**src/uart_pin_pkg.sv**
```systemverilog
package uart_pin_pkg;
	// Prescaler ratios
	localparam int PRESCALE_DIV_ONE  = 1;
	localparam int PRESCALE_DIV_FOUR = 4;
	// Sampling oversample ratios
	localparam logic [4:0] SAMPLE_X16 = 5'h10;
	localparam logic [4:0] SAMPLE_X8  = 5'h08;
	// Minimum external reset pulse
	localparam int RESET_MIN_NS = 40;
	localparam int CLK_PERIOD_NS = 10;
	localparam int RESET_MIN_CYC = (RESET_MIN_NS + CLK_PERIOD_NS - 1) / CLK_PERIOD_NS;
	// Synchroniser depth
	localparam int SYNC_STAGES = 2;
	// Pin idle levels
	localparam logic IDLE_HIGH = 1'b1;
	localparam logic IDLE_LOW  = 1'b0;
	// Counter reset and last values
	localparam logic [1:0] DIV_CNT_RESET = 2'h0;
	localparam logic [1:0] DIV_CNT_LAST  = 2'h3;
	// Direction FSM states
	typedef enum logic [1:0] {DIR_RECEIVE, DIR_TRANSMIT, DIR_DRAIN} dir_state_t;
endpackage

```
**src/uart_modem_pin_control.sv**
```systemverilog
`timescale 1ns/100ps
`default_nettype none
module uart_modem_pin_control #(
	parameter int SYNC_DEPTH = uart_pin_pkg::SYNC_STAGES
) (
	// Clock and reset
	input  wire logic clk,
	input  wire logic resetn,
	// Asynchronous active-high reset pin
	input  wire logic resetPin,
	// Control bits from the register file
	input  wire logic infrared_mode_bit,
	input  wire logic ir_rx_invert_bit,
	input  wire logic auto_req_flow_enable,
	input  wire logic req_send_control_bit,
	input  wire logic auto_clear_flow_enable,
	input  wire logic clear_flow_irq_enable,
	input  wire logic out_port2_bit,
	input  wire logic half_duplex_enable_bit,
	input  wire logic prescale_override_bit,
	input  wire logic prescale_override_valid,
	input  wire logic terminal_ready_bit,
	// Transmitter and receiver core side
	input  wire logic txSerialIn,
	input  wire logic txBusy,
	input  wire logic txLoad,
	input  wire logic rxFlowStop,
	input  wire logic coreIrq,
	output logic      rxToDecoder,
	output logic      txAllowed,
	output logic      clearFlowIrq,
	// Modem status readback
	output logic      clearToSendStatus,
	output logic      setReadyStatus,
	output logic      carrierDetectStatus,
	output logic      ringIndicatorStatus,
	// Clocking selects for the baud generator
	output logic [2:0] prescaleDivide,
	output logic [4:0] sampleRate,
	output logic      baudTick,
	// Serial and modem pins
	input  wire logic rx_line_b,
	output logic      tx_line_b,
	output logic      request_to_send_b_n,
	input  wire logic clear_to_send_b_n,
	output logic      terminal_ready_b_n,
	input  wire logic set_ready_b_n,
	input  wire logic carrier_detect_b_n,
	input  wire logic ring_indicator_b_n,
	output logic      out_port2_b_n,
	output logic      irq_b,
	output logic      irq_b_oe_n,
	// Strap pins
	input  wire logic half_duplex_strap_n,
	input  wire logic prescale_select,
	input  wire logic sample_rate_select
);
	// Elaboration check on synchroniser depth
	if (SYNC_DEPTH < 2) begin : gen_bad_depth
		$error("SYNC_DEPTH must be at least 2");
	end

	// Bit order of the bundle, highest first:
	//   6 receive line
	//   5 clear-to-send
	//   4 data-set-ready
	//   3 carrier detect
	//   2 ring indicator
	//   1 half-duplex strap
	//   0 sampling-rate strap
	// Half-duplex and sampling-rate straps are synchronised as well, since a board may move them live
	localparam int NSYNC = 7;
	// Bundled raw asynchronous inputs
	logic [NSYNC-1:0] rawIn;
	// Synchroniser chain, first stage read only by second
	logic [NSYNC-1:0] syncStage_r [SYNC_DEPTH];
	logic [NSYNC-1:0] syncStage_nxt [SYNC_DEPTH];
	logic [NSYNC-1:0] syncOut;
	// Reset pin synchroniser, separate so it resets only on resetn
	logic [SYNC_DEPTH-1:0] rstSync_r;
	logic [SYNC_DEPTH-1:0] rstSync_nxt;
	logic                  devReset;

	assign rawIn = {rx_line_b, clear_to_send_b_n, set_ready_b_n, carrier_detect_b_n,
		ring_indicator_b_n, half_duplex_strap_n, sample_rate_select};

	// Next values of the synchroniser chains
	always_comb begin
		syncStage_nxt[0] = rawIn;
		for (int i = 1; i < SYNC_DEPTH; i++) begin
			syncStage_nxt[i] = syncStage_r[i-1];
		end
		rstSync_nxt = {rstSync_r[SYNC_DEPTH-2:0], resetPin};
	end

	// Synchroniser registers; inputs idle at their inactive levels
	always_ff @(posedge clk) begin
		if (!resetn) begin
			for (int i = 0; i < SYNC_DEPTH; i++) begin
				syncStage_r[i] <= '1;
			end
			rstSync_r <= '0;
		end else begin
			syncStage_r <= syncStage_nxt;
			rstSync_r   <= rstSync_nxt;
		end
	end

	assign syncOut = syncStage_r[SYNC_DEPTH-1];
	// Device reset: either the system reset or the synchronised pin
	assign devReset = !resetn || rstSync_r[SYNC_DEPTH-1];

	// Named views of the synchronised inputs
	logic rxSync;
	logic ctsSync;
	logic hdStrapSync;
	logic rateSync;
	assign rxSync      = syncOut[6];
	assign ctsSync     = syncOut[5];
	assign hdStrapSync = syncOut[1];
	assign rateSync    = syncOut[0];

	// Receive path: invert only in infrared mode when asked
	always_comb begin
		if (devReset) begin
			rxToDecoder = infrared_mode_bit ? uart_pin_pkg::IDLE_LOW : uart_pin_pkg::IDLE_HIGH;
		end else if (infrared_mode_bit) begin
			rxToDecoder = rxSync ^ ir_rx_invert_bit;
		end else begin
			rxToDecoder = rxSync;
		end
	end

	// Clear-to-send gating of transmit and its interrupt
	assign txAllowed    = !(auto_clear_flow_enable && ctsSync);
	assign clearFlowIrq = auto_clear_flow_enable && clear_flow_irq_enable && ctsSync;

	// Status inputs; only clear-to-send also steers the transmitter
	assign clearToSendStatus   = !ctsSync;
	assign setReadyStatus      = !syncOut[4];
	assign carrierDetectStatus = !syncOut[3];
	assign ringIndicatorStatus = !syncOut[2];

	// Half-duplex select: strap wired OR with register bit
	logic halfDuplexOn;
	assign halfDuplexOn = !hdStrapSync || half_duplex_enable_bit;

	// Direction state machine for RS-485 mode
	// Receive: pin high, transceiver listens
	// Transmit: byte loaded, waiting for the shifter to report busy
	// Drain: shifter busy; hold transmit until the last stop bit is out
	// Limitation: the core must raise busy after a load, or the
	// machine waits in transmit until busy rises; a further load does not release it
	// Runs even when direction mode is off, so a late enable sees the truth
	uart_pin_pkg::dir_state_t dirState_r;
	uart_pin_pkg::dir_state_t dirState_nxt;

	// Next direction: transmit on load, receive after shifter empties
	always_comb begin
		dirState_nxt = dirState_r;
		case (dirState_r)
			uart_pin_pkg::DIR_RECEIVE: begin
				if (txLoad) begin
					dirState_nxt = uart_pin_pkg::DIR_TRANSMIT;
				end
			end
			uart_pin_pkg::DIR_TRANSMIT: begin
				if (txBusy) begin
					dirState_nxt = uart_pin_pkg::DIR_DRAIN;
				end
			end
			uart_pin_pkg::DIR_DRAIN: begin
				// Wait for final stop bit to leave the shifter
				if (!txBusy && !txLoad) begin
					dirState_nxt = uart_pin_pkg::DIR_RECEIVE;
				end
			end
			default: begin
				dirState_nxt = uart_pin_pkg::DIR_RECEIVE;
			end
		endcase
	end

	// Direction register
	always_ff @(posedge clk) begin
		if (devReset) begin
			dirState_r <= uart_pin_pkg::DIR_RECEIVE;
		end else begin
			dirState_r <= dirState_nxt;
		end
	end

	// Prescaler
	// Pin high selects divide by one, low divide by four
	// A valid software override wins over the pin; override bit set means four
	// The pin is taken through one flop only: it is a board strap, and a
	// glitch there costs at most one odd tick
	// Captured strap-level prescale choice, resampled every cycle after reset release
	logic prescaleSel_r;
	logic prescaleSel_nxt;
	logic [1:0] divCnt_r;
	logic [1:0] divCnt_nxt;
	logic       useDivOne;

	// Prescaler selection and divide-by-four counter
	always_comb begin
		prescaleSel_nxt = prescale_select;
		useDivOne = prescale_override_valid ? !prescale_override_bit : prescaleSel_r;
		if (useDivOne || divCnt_r == uart_pin_pkg::DIV_CNT_LAST) begin
			divCnt_nxt = uart_pin_pkg::DIV_CNT_RESET;
		end else begin
			divCnt_nxt = divCnt_r + 2'h1;
		end
	end

	// Prescaler registers
	always_ff @(posedge clk) begin
		if (devReset) begin
			prescaleSel_r <= 1'b1;
			divCnt_r      <= uart_pin_pkg::DIV_CNT_RESET;
		end else begin
			prescaleSel_r <= prescaleSel_nxt;
			divCnt_r      <= divCnt_nxt;
		end
	end

	// Pin outputs, all registered
	// Registering every pin costs one cycle of latency but keeps
	// combinational glitches off the board
	// Interrupt enable is active low: low drives the pin, high floats it
	// Port-2 pin and interrupt enable move together from the one bit
	logic txPin_nxt;
	logic rtsPin_nxt;
	logic dtrPin_nxt;
	logic op2Pin_nxt;
	logic irqPin_nxt;
	logic irqOe_nxt;
	logic tickNxt;
	logic [2:0] divNxt;
	logic [4:0] rateNxt;

	// Next pin values
	always_comb begin
		// Transmit pin takes the core serial stream in every mode
		txPin_nxt = txSerialIn;
		if (halfDuplexOn) begin
			rtsPin_nxt = (dirState_nxt == uart_pin_pkg::DIR_RECEIVE);
		end else if (auto_req_flow_enable) begin
			// Relies on software having set the control bit first
			rtsPin_nxt = !(req_send_control_bit && !rxFlowStop);
		end else begin
			rtsPin_nxt = !req_send_control_bit;
		end
		dtrPin_nxt = !terminal_ready_bit;
		op2Pin_nxt = !out_port2_bit;
		irqPin_nxt = out_port2_bit && coreIrq;
		irqOe_nxt  = !out_port2_bit;
		tickNxt    = useDivOne || divCnt_r == uart_pin_pkg::DIV_CNT_LAST;
		divNxt     = useDivOne ? 3'(uart_pin_pkg::PRESCALE_DIV_ONE) : 3'(uart_pin_pkg::PRESCALE_DIV_FOUR);
		rateNxt    = rateSync ? uart_pin_pkg::SAMPLE_X16 : uart_pin_pkg::SAMPLE_X8;
	end

	// Pin registers; reset drives every output to its default
	always_ff @(posedge clk) begin
		if (devReset) begin
			tx_line_b           <= uart_pin_pkg::IDLE_HIGH;
			request_to_send_b_n <= uart_pin_pkg::IDLE_HIGH;
			terminal_ready_b_n  <= uart_pin_pkg::IDLE_HIGH;
			out_port2_b_n       <= uart_pin_pkg::IDLE_HIGH;
			irq_b               <= uart_pin_pkg::IDLE_LOW;
			irq_b_oe_n          <= 1'b1;
			baudTick            <= 1'b0;
			prescaleDivide      <= 3'(uart_pin_pkg::PRESCALE_DIV_ONE);
			sampleRate          <= uart_pin_pkg::SAMPLE_X16;
		end else begin
			tx_line_b           <= txPin_nxt;
			request_to_send_b_n <= rtsPin_nxt;
			terminal_ready_b_n  <= dtrPin_nxt;
			out_port2_b_n       <= op2Pin_nxt;
			irq_b               <= irqPin_nxt;
			irq_b_oe_n          <= irqOe_nxt;
			baudTick            <= tickNxt;
			prescaleDivide      <= divNxt;
			sampleRate          <= rateNxt;
		end
	end
endmodule
`default_nettype wire

```
**config.mk**
```make
export PLATFORM = sky130hd
export DESIGN_NAME = uart_modem_pin_control
export DESIGN_NICKNAME = d
export VERILOG_FILES = /design/src/uart_pin_pkg.sv /design/src/uart_modem_pin_control.sv
export SDC_FILE = /design/constraint.sdc
export NUM_CORES = 1
export LEC_CHECK = 0
export ABC_CLOCK_PERIOD_IN_PS = 3230
export BUFFER_PORTS_ARGS = -buffer_cell sky130_fd_sc_hd__buf_2
export CORE_MARGIN = 3
export CORE_UTILIZATION = 47
export DETAILED_ROUTE_END_ITERATION = 16
export PLACE_DENSITY = 0.82
export SLEW_MARGIN = 20
export SYNTH_ARGS = -nofsm -noshare
export SYNTH_HDL_FRONTEND = slang
export SYNTH_SLANG_ARGS = --single-unit
```
**constraint.sdc**
```tcl
create_clock -name clk -period 3.23 [get_ports clk]
set_input_delay 0.646 -clock clk [delete_from_list [all_inputs] [get_ports clk]]
set_output_delay 0.646 -clock clk [all_outputs]
set_load 0.01 [all_outputs]
```
==> results of run 1 <==
[registers in the layout (all words and copies together), names as in the netlist, 2 cells and up]
register,flops
prescaleDivide,2
divCnt_r,2
rstSync_r,2
sampleRate,2
dirState_r,2
syncOut,7
syncStage_nxt,7
[layout by cell type, fill, tap and decap left out, drive strengths merged, types with 2 or more instances in the layout]
master,count
nand3b,2
dfxtp,31
or2b,4
nand2,5
buf,44
inv,9
a21oi,3
nor3,2
conb,4
clkbuf,6
nand2b,16
and2,2
and3,2
[cells by family after synthesis]
logic type	after synthesis	synth area share
and+or+nand+nor	37	0.239
other	1	0.00362
DFF	31	0.598
muxes	1	0.0109
AOI/OAI and AO/OA	9	0.0567
adders and majority gates	1	0.0121
buffers and inverters	16	0.0796
[report_power, final]
part | internal (mW) | switching [mW]
clock network | 0.183 | 0.123
logic | 0.0357 | 0.0334
registers | 0.402 | 0.00695
[critical path, cell delays in order]
cell,delay (ns)
buf_2,0.23
and2b_1,0.37
nand2_1,0.09
a2bb2oi_1,0.16
buf_2,0.15
[per-stage QoR]
step                cell area [um^2]  instances  hold slack [ns]
floorplan                       1050         99            0.385
global placement                1250        163            0.390
detailed placement              1250        163            0.397
CTS                             1340        171            0.416
global route                    1340        171            0.428
finish                          1340        171            0.414
[worst max path at each step]
stage	to	slack, ns
3_3_place_gp	rxToDecoder	0.98
6_report	rxToDecoder	0.94
3_5_place_dp	rxToDecoder	0.92
2_1_floorplan	rxToDecoder	1.40
4_1_cts	rxToDecoder	0.92
5_1_grt	rxToDecoder	0.82
[layout make-up]
class,count,area [um^2],share of cell area
Clock buffer,6,51.3,0.0383
Clock inverter,2,35.0,0.0261
Inverter,9,33.8,0.0252
Multi-Input combinational cell,52,345,0.258
Sequential cell,31,621,0.463
Tap cell,27,33.8,0.0252
Timing Repair Buffer,44,220,0.164
[per-layer routing]
layer	up-vias	GRT usage
met2	33	0.236
met5	-	0
met4	0	0.102
met3	4	0.0873
met1	320	0.122
li1	392	-
==> qor.yml, run 1 <==
setup_tns_ns: 0
synthDistinctLibCells: 27
die_w_um: 53.0
initial_core_util: 0.513
p_leak_nw: 0.680
fmax_mhz: 437
fin_crit_ns: 2.29
fin_worst_skew_ns: 0.00658
areaGrowthSynthToFinish_pct: 29.2
first_iter_violations: 12
clock-sinks: 31
cap_violations: 0
via_per_inst: 4.38
critPathCaptureType: "output port"
rows: 16
min_path_cells: 1
crit_start: "resetn"
nets: 171
overflow: 0
drive_gt1_frac: 0.396
ant_nets: 0
min_path_type: "reg -> reg"
reg2reg_to: "divCnt_r[1]$_SDFF_PP0_"
drtPass1Iterations: 4
ios: 49
grt_usage: 0.142
ir_drop_mv: 0.539
min_from: "syncStage_nxt[4]$_SDFF_PN1_"
place_congestion: 0.631
placement.io_buffers: 44
cts_buffers: 5
cts_tree: "built"
synth-main-ff-cell: "dfxtp_1"
fin_util: 0.663
synth_top_area_frac: 0.598
criticalPathCategory: "in -> out"
clkLatencyLatePin_ns: 0.32
route.met2.wl_um: 849
dieArea_um2: 2810
layout_setup_ws_ns: 0.943
grt_max_degree: 19
cts-root-buf: "clkbuf_4"
ff2ff_setup_slack_ns: 2.10
routedLengthMet1_um: 642
wl_um: 1730
wl_per_cell_um: 10.1
final-setup-viol-count: 0
seq_area_frac_synth: 0.598
hold_viol: 0
rr_startpoint: "rstSync_r[1]$_SDFF_PN0_"
status: "finished clean"
rsz0062_at_grt: "no"
drcViolationCount: 0
highest_layer: "met4"
yosys.area.top_type: "dfxtp_1"
fill_cells: 172
synth_area_per_cell_um2: 10.8
grt_pass1_wl_um: 2680
clk_path_buf_depth: 2
cp.required_ns: 2.58
yosysWarningCount: 0
cts_setup_buffers: 0
post_cts_resized: 0
first_global_vias: 667
synth_common_cells: "dfxtp_1 (31), nand2b_1 (16), inv_1 (8)"
die_y_um: 53.0
antenna_found_initial: 0
holdPathEnd: "syncOut[4]$_SDFF_PN1_"
dp.final_hpwl_um: 1360
period_share: 0.708
async_flop_share: 0
cts_max_level: 2
synthCells: 96
clk_pin_slew_worst_paths_ns: 0.09
maxSlewViolCount: 0
cts_hold_buf: 0
p_total_uw: 784
power_density_nw_per_um2: 585
synth_edf_count: 0
synth_area_leaders: "dfxtp_1 (60%), nand2b_1 (9.7%), buf_4 (4.3%), inv_1 (2.9%), or2b_1 (2.9%)"
diodes: 0
num_vias: 749
post-synth-top-count-cell: "dfxtp_1"
cp.arrival_ns: 1.64
pre_cts_slack_ns: 0.916
ff2ff_path_depth: 3
coreArea_um2: 2020
met3_length_um: 198
synth_seq_cells: 31
worstPathMaxFanout: 18
critPathLaunchType: "input port"
syn-cell-area_um2: 1040
(Power assumes the default switching activity.)
==> run 2: changes to the inputs <==
--- a/config.mk
+++ b/config.mk
@@ -5,12 +5,13 @@
 export SDC_FILE = /design/constraint.sdc
 export NUM_CORES = 1
 export LEC_CHECK = 0
-export ABC_CLOCK_PERIOD_IN_PS = 3230
+export ABC_AREA = 1
+export ABC_CLOCK_PERIOD_IN_PS = 2400
 export BUFFER_PORTS_ARGS = -buffer_cell sky130_fd_sc_hd__buf_2
 export CORE_MARGIN = 3
-export CORE_UTILIZATION = 47
+export CORE_UTILIZATION = 44
 export DETAILED_ROUTE_END_ITERATION = 16
-export PLACE_DENSITY = 0.82
+export PLACE_DENSITY = 0.78
 export SLEW_MARGIN = 20
 export SYNTH_ARGS = -nofsm -noshare
 export SYNTH_HDL_FRONTEND = slang
==> constraint.sdc (replaced) <==
create_clock -name clk -period 2.4 [get_ports clk]
set_input_delay 0.48 -clock clk [delete_from_list [all_inputs] [get_ports clk]]
set_output_delay 0.48 -clock clk [all_outputs]
set_load 0.01 [all_outputs]
==> run 2 against run 1 <==
Net effect: setup slack got worse by 0.20 ns; die area grew 5.4%; clock power fell by 13%; hold slack worse by 0.077 ns; critical path type is now reg -> out; first-iteration DRC count down 33%; non-clock buffer count did not move; sequential share of layout area increased by 1.7 points; area after synthesis is 0.72% lower; via count up 2.0%; utilization fell by 4.2 points.
==> qor.yml, run 2 <==
fin_util: 0.621  # was 0.663
min_path_type: "in -> reg"  # was reg -> reg
holdPathEnd: "terminal_ready_b_n$_SDFF_PP1_"  # was syncOut[4]$_SDFF_PN1_
mostFrequentLayoutCells: "buf_2 (44), dfxtp_1 (31), nand2_1 (20)"  # was buf_2 (44), dfxtp_1 (31), nand2b_1 (16)
fmax_mhz: 605
hold_viol: 0  # unchanged
post-synth-top-count-cell: "dfxtp_1"  # unchanged
seq_area_frac_synth: 0.603  # was 0.598
first_iter_violations: 8  # was 12
cts-root-buf: "clkbuf_4"  # unchanged
fin_crit_ns: 1.65
wl_um: 1630  # was 1730 um
power_density_nw_per_um2: 703  # was 585 nW/um^2
cap_violations: 0  # unchanged
p_leak_nw: 0.699  # was 0.680 nW
pre_cts_slack_ns: 0.763  # was 0.916 ns
clk_path_buf_depth: 2  # unchanged
clk_pin_slew_worst_paths_ns: 0.09  # about the same
placement.io_buffers: 44  # unchanged
synth_seq_cells: 31  # unchanged
drive_gt1_frac: 0.385  # was 0.396
status: "finished clean"  # unchanged
slowest_delay_ns: 0.30  # was 0.37 ns
critPathCaptureType: "output port"  # unchanged
rows: 16  # unchanged
die_y_um: 54.4  # was 53.0 um
place_congestion: 0.631  # about the same
num_vias: 764  # was 749
final-setup-viol-count: 0  # unchanged
dp.final_hpwl_um: 1330  # was 1360 um
antenna_found_initial: 0  # unchanged
worstPathMaxFanout: 11  # was 18
syn-cell-area_um2: 1030  # was 1040 um^2
ff2ff_setup_slack_ns: 1.47  # was 2.10 ns
cp.arrival_ns: 1.17  # was 1.64 ns
synthCells: 113  # was 96
drtPass1Iterations: 4  # unchanged
setup_tns_ns: 0  # unchanged
wl_per_cell_um: 8.65  # was 10.1 um
rsz0062_at_grt: "no"  # unchanged
synth_top_area_frac: 0.603  # was 0.598
overflow: 0  # unchanged
multi_input_area_um2: 295  # was 345 um^2
grt_max_degree: 15  # was 19
ir_drop_mv: 0.495  # was 0.539 mV
cts_tree: "built"  # unchanged
synth_common_cells: "dfxtp_1 (31), nand2_1 (20), inv_1 (16)"  # was dfxtp_1 (31), nand2b_1 (16), inv_1 (8)
layout.cells.most_common: "buf_2"  # unchanged
synth_edf_count: 0  # unchanged
seqCellArea_um2: 621  # unchanged
reg2reg_to: "divCnt_r[1]$_SDFF_PP0_"  # unchanged
criticalPathCategory: "reg -> out"  # was in -> out
cts_max_level: 2  # unchanged
fill_cells: 202  # was 172
ff2ff_path_depth: 7  # was 3
synth_area_per_cell_um2: 9.11  # was 10.8 um^2
yosysWarningCount: 0  # unchanged
async_flop_share: 0  # unchanged
path_cells: "inv_1, nand2_2, inv_2, nand4_1, nand2_1, buf_2"  # was buf_2, and2b_1, nand2_1, a2bb2oi_1, buf_2
die_w_um: 54.4  # was 53.0 um
crit_slowest_cell: "dfxtp_1"  # was and2b_1
nets: 188  # was 171
fin_worst_skew_ns: 0.00885  # was 0.00658 ns
via_per_inst: 4.06  # was 4.38
cp.required_ns: 1.92  # was 2.58 ns
initial_core_util: 0.495  # was 0.513
diodes: 0  # unchanged
cts_hold_buf: 0  # unchanged
period_share: 0.689
maxSlewViolCount: 0  # unchanged
min_from: "terminal_ready_bit"  # was syncStage_nxt[4]$_SDFF_PN1_
grt_pass1_wl_um: 2540  # was 2680 um
ant_nets: 0  # unchanged
cts_buffers: 5  # unchanged
coreArea_um2: 2080  # was 2020 um^2
synth-main-ff-cell: "dfxtp_1"  # unchanged
clock-sinks: 31  # unchanged
synthDistinctLibCells: 19  # was 27
clkLatencyLatePin_ns: 0.31  # was 0.32 ns
critPathLaunchType: "register"  # was input port
cts_setup_buffers: 0  # unchanged
dieArea_um2: 2960  # was 2810 um^2
rr_startpoint: "rstSync_r[1]$_SDFF_PN0_"  # unchanged
layout_setup_ws_ns: 0.747  # was 0.943 ns
post_cts_resized: 0  # unchanged
drcViolationCount: 0  # unchanged
min_path_cells: 2  # was 1
first_global_vias: 641  # was 667
synth_area_leaders: "dfxtp_1 (60%), nand2_1 (7.3%), or2_1 (7.3%), inv_1 (5.8%), buf_4 (3.6%)"  # was dfxtp_1 (60%), nand2b_1 (9.7%), buf_4 (4.3%), inv_1 (2.9%), or2b_1 (2.9%)
grt_usage: 0.126  # was 0.142
ios: 49  # unchanged
areaGrowthSynthToFinish_pct: 25.5  # was 29.2%
yosys.area.top_type: "dfxtp_1"  # unchanged
[run 2: cell types whose count changed in the layout (fill, tap and decap cells not counted), moves of 3 or more]
cell      change
inv_1         +8
nand2_1      +15
nand2_2       +3
nand2b_1     -16
nor2_1        +8
or2_1        +12
or2_2         +4
or2b_1        -4
[run 2: final cells by class]
cell class              count  share of cell area
flip-flops and latches     31               0.480
clock inverters             1             0.00387
inverters                  19              0.0561
well taps                  27              0.0261
multi-input cells          59               0.228
clock buffers               7              0.0348
repair buffers             44               0.170
[run 2: cell families (layout without fill, tap and decap cells)]
group | after synthesis | count (layout) | share of synthesized area
compound gates | 5 | 5 | 0.0316
fa+ha+maj | 1 | 1 | 0.0121
buf+inv | 26 | 71 | 0.122
flops | 31 | 31 | 0.603
other cells | 1 | 4 | 0.00364
simple gates | 49 | 49 | 0.228
[run 2: how the worst max path moves through the flow]
stage,slack (ns),cells past startpoint,startpoint,to
floorplan,1.02,5,resetn,rxToDecoder
global placement,0.79,6,resetn,rxToDecoder
detailed placement,0.76,6,resetn,rxToDecoder
CTS,0.71,6,rstSync_r[1]$_SDFF_PN0_,rxToDecoder
global route,0.56,6,rstSync_r[1]$_SDFF_PN0_,rxToDecoder
finish,0.75,6,rstSync_r[1]$_SDFF_PN0_,rxToDecoder
[run 2: metal layers]
layer / GRT usage / vias up / share of wire
met5: 0 / - / 0
met4: 0.0498 / 0 / 0
met3: 0.0763 / 0 / 0.12
met2: 0.205 / 37 / 0.48
met1: 0.132 / 313 / 0.40
li1: - / 414 / -
[run 2: where the power goes]
| group | switching, mW | internal, mW | total [mW] |
|---|---|---|---|
| Sequential | 0.00730 | 0.540 | 0.547 |
| Combinational | 0.0501 | 0.0440 | 0.0941 |
| Clock | 0.153 | 0.114 | 0.267 |
| Total | 0.211 | 0.698 | 0.909 |
[run 2: stage by stage]
step	cells	cell area (um^2)	hold slack (ns)	total power, mW
after floorplan	116	1040	0.380	0.619
after global placement	180	1240	0.388	0.651
after detailed placement	180	1240	0.392	0.655
after CTS	188	1290	0.319	0.923
after global routing	188	1290	0.315	0.964
final	188	1290	0.338	0.909
[run 2: critical path, delay by kind of cell, from the launching register on]
family,cells,cell delay [ns]
and+or+nand+nor,3,0.28
DFF,1,0.30
buffers and inverters,3,0.29
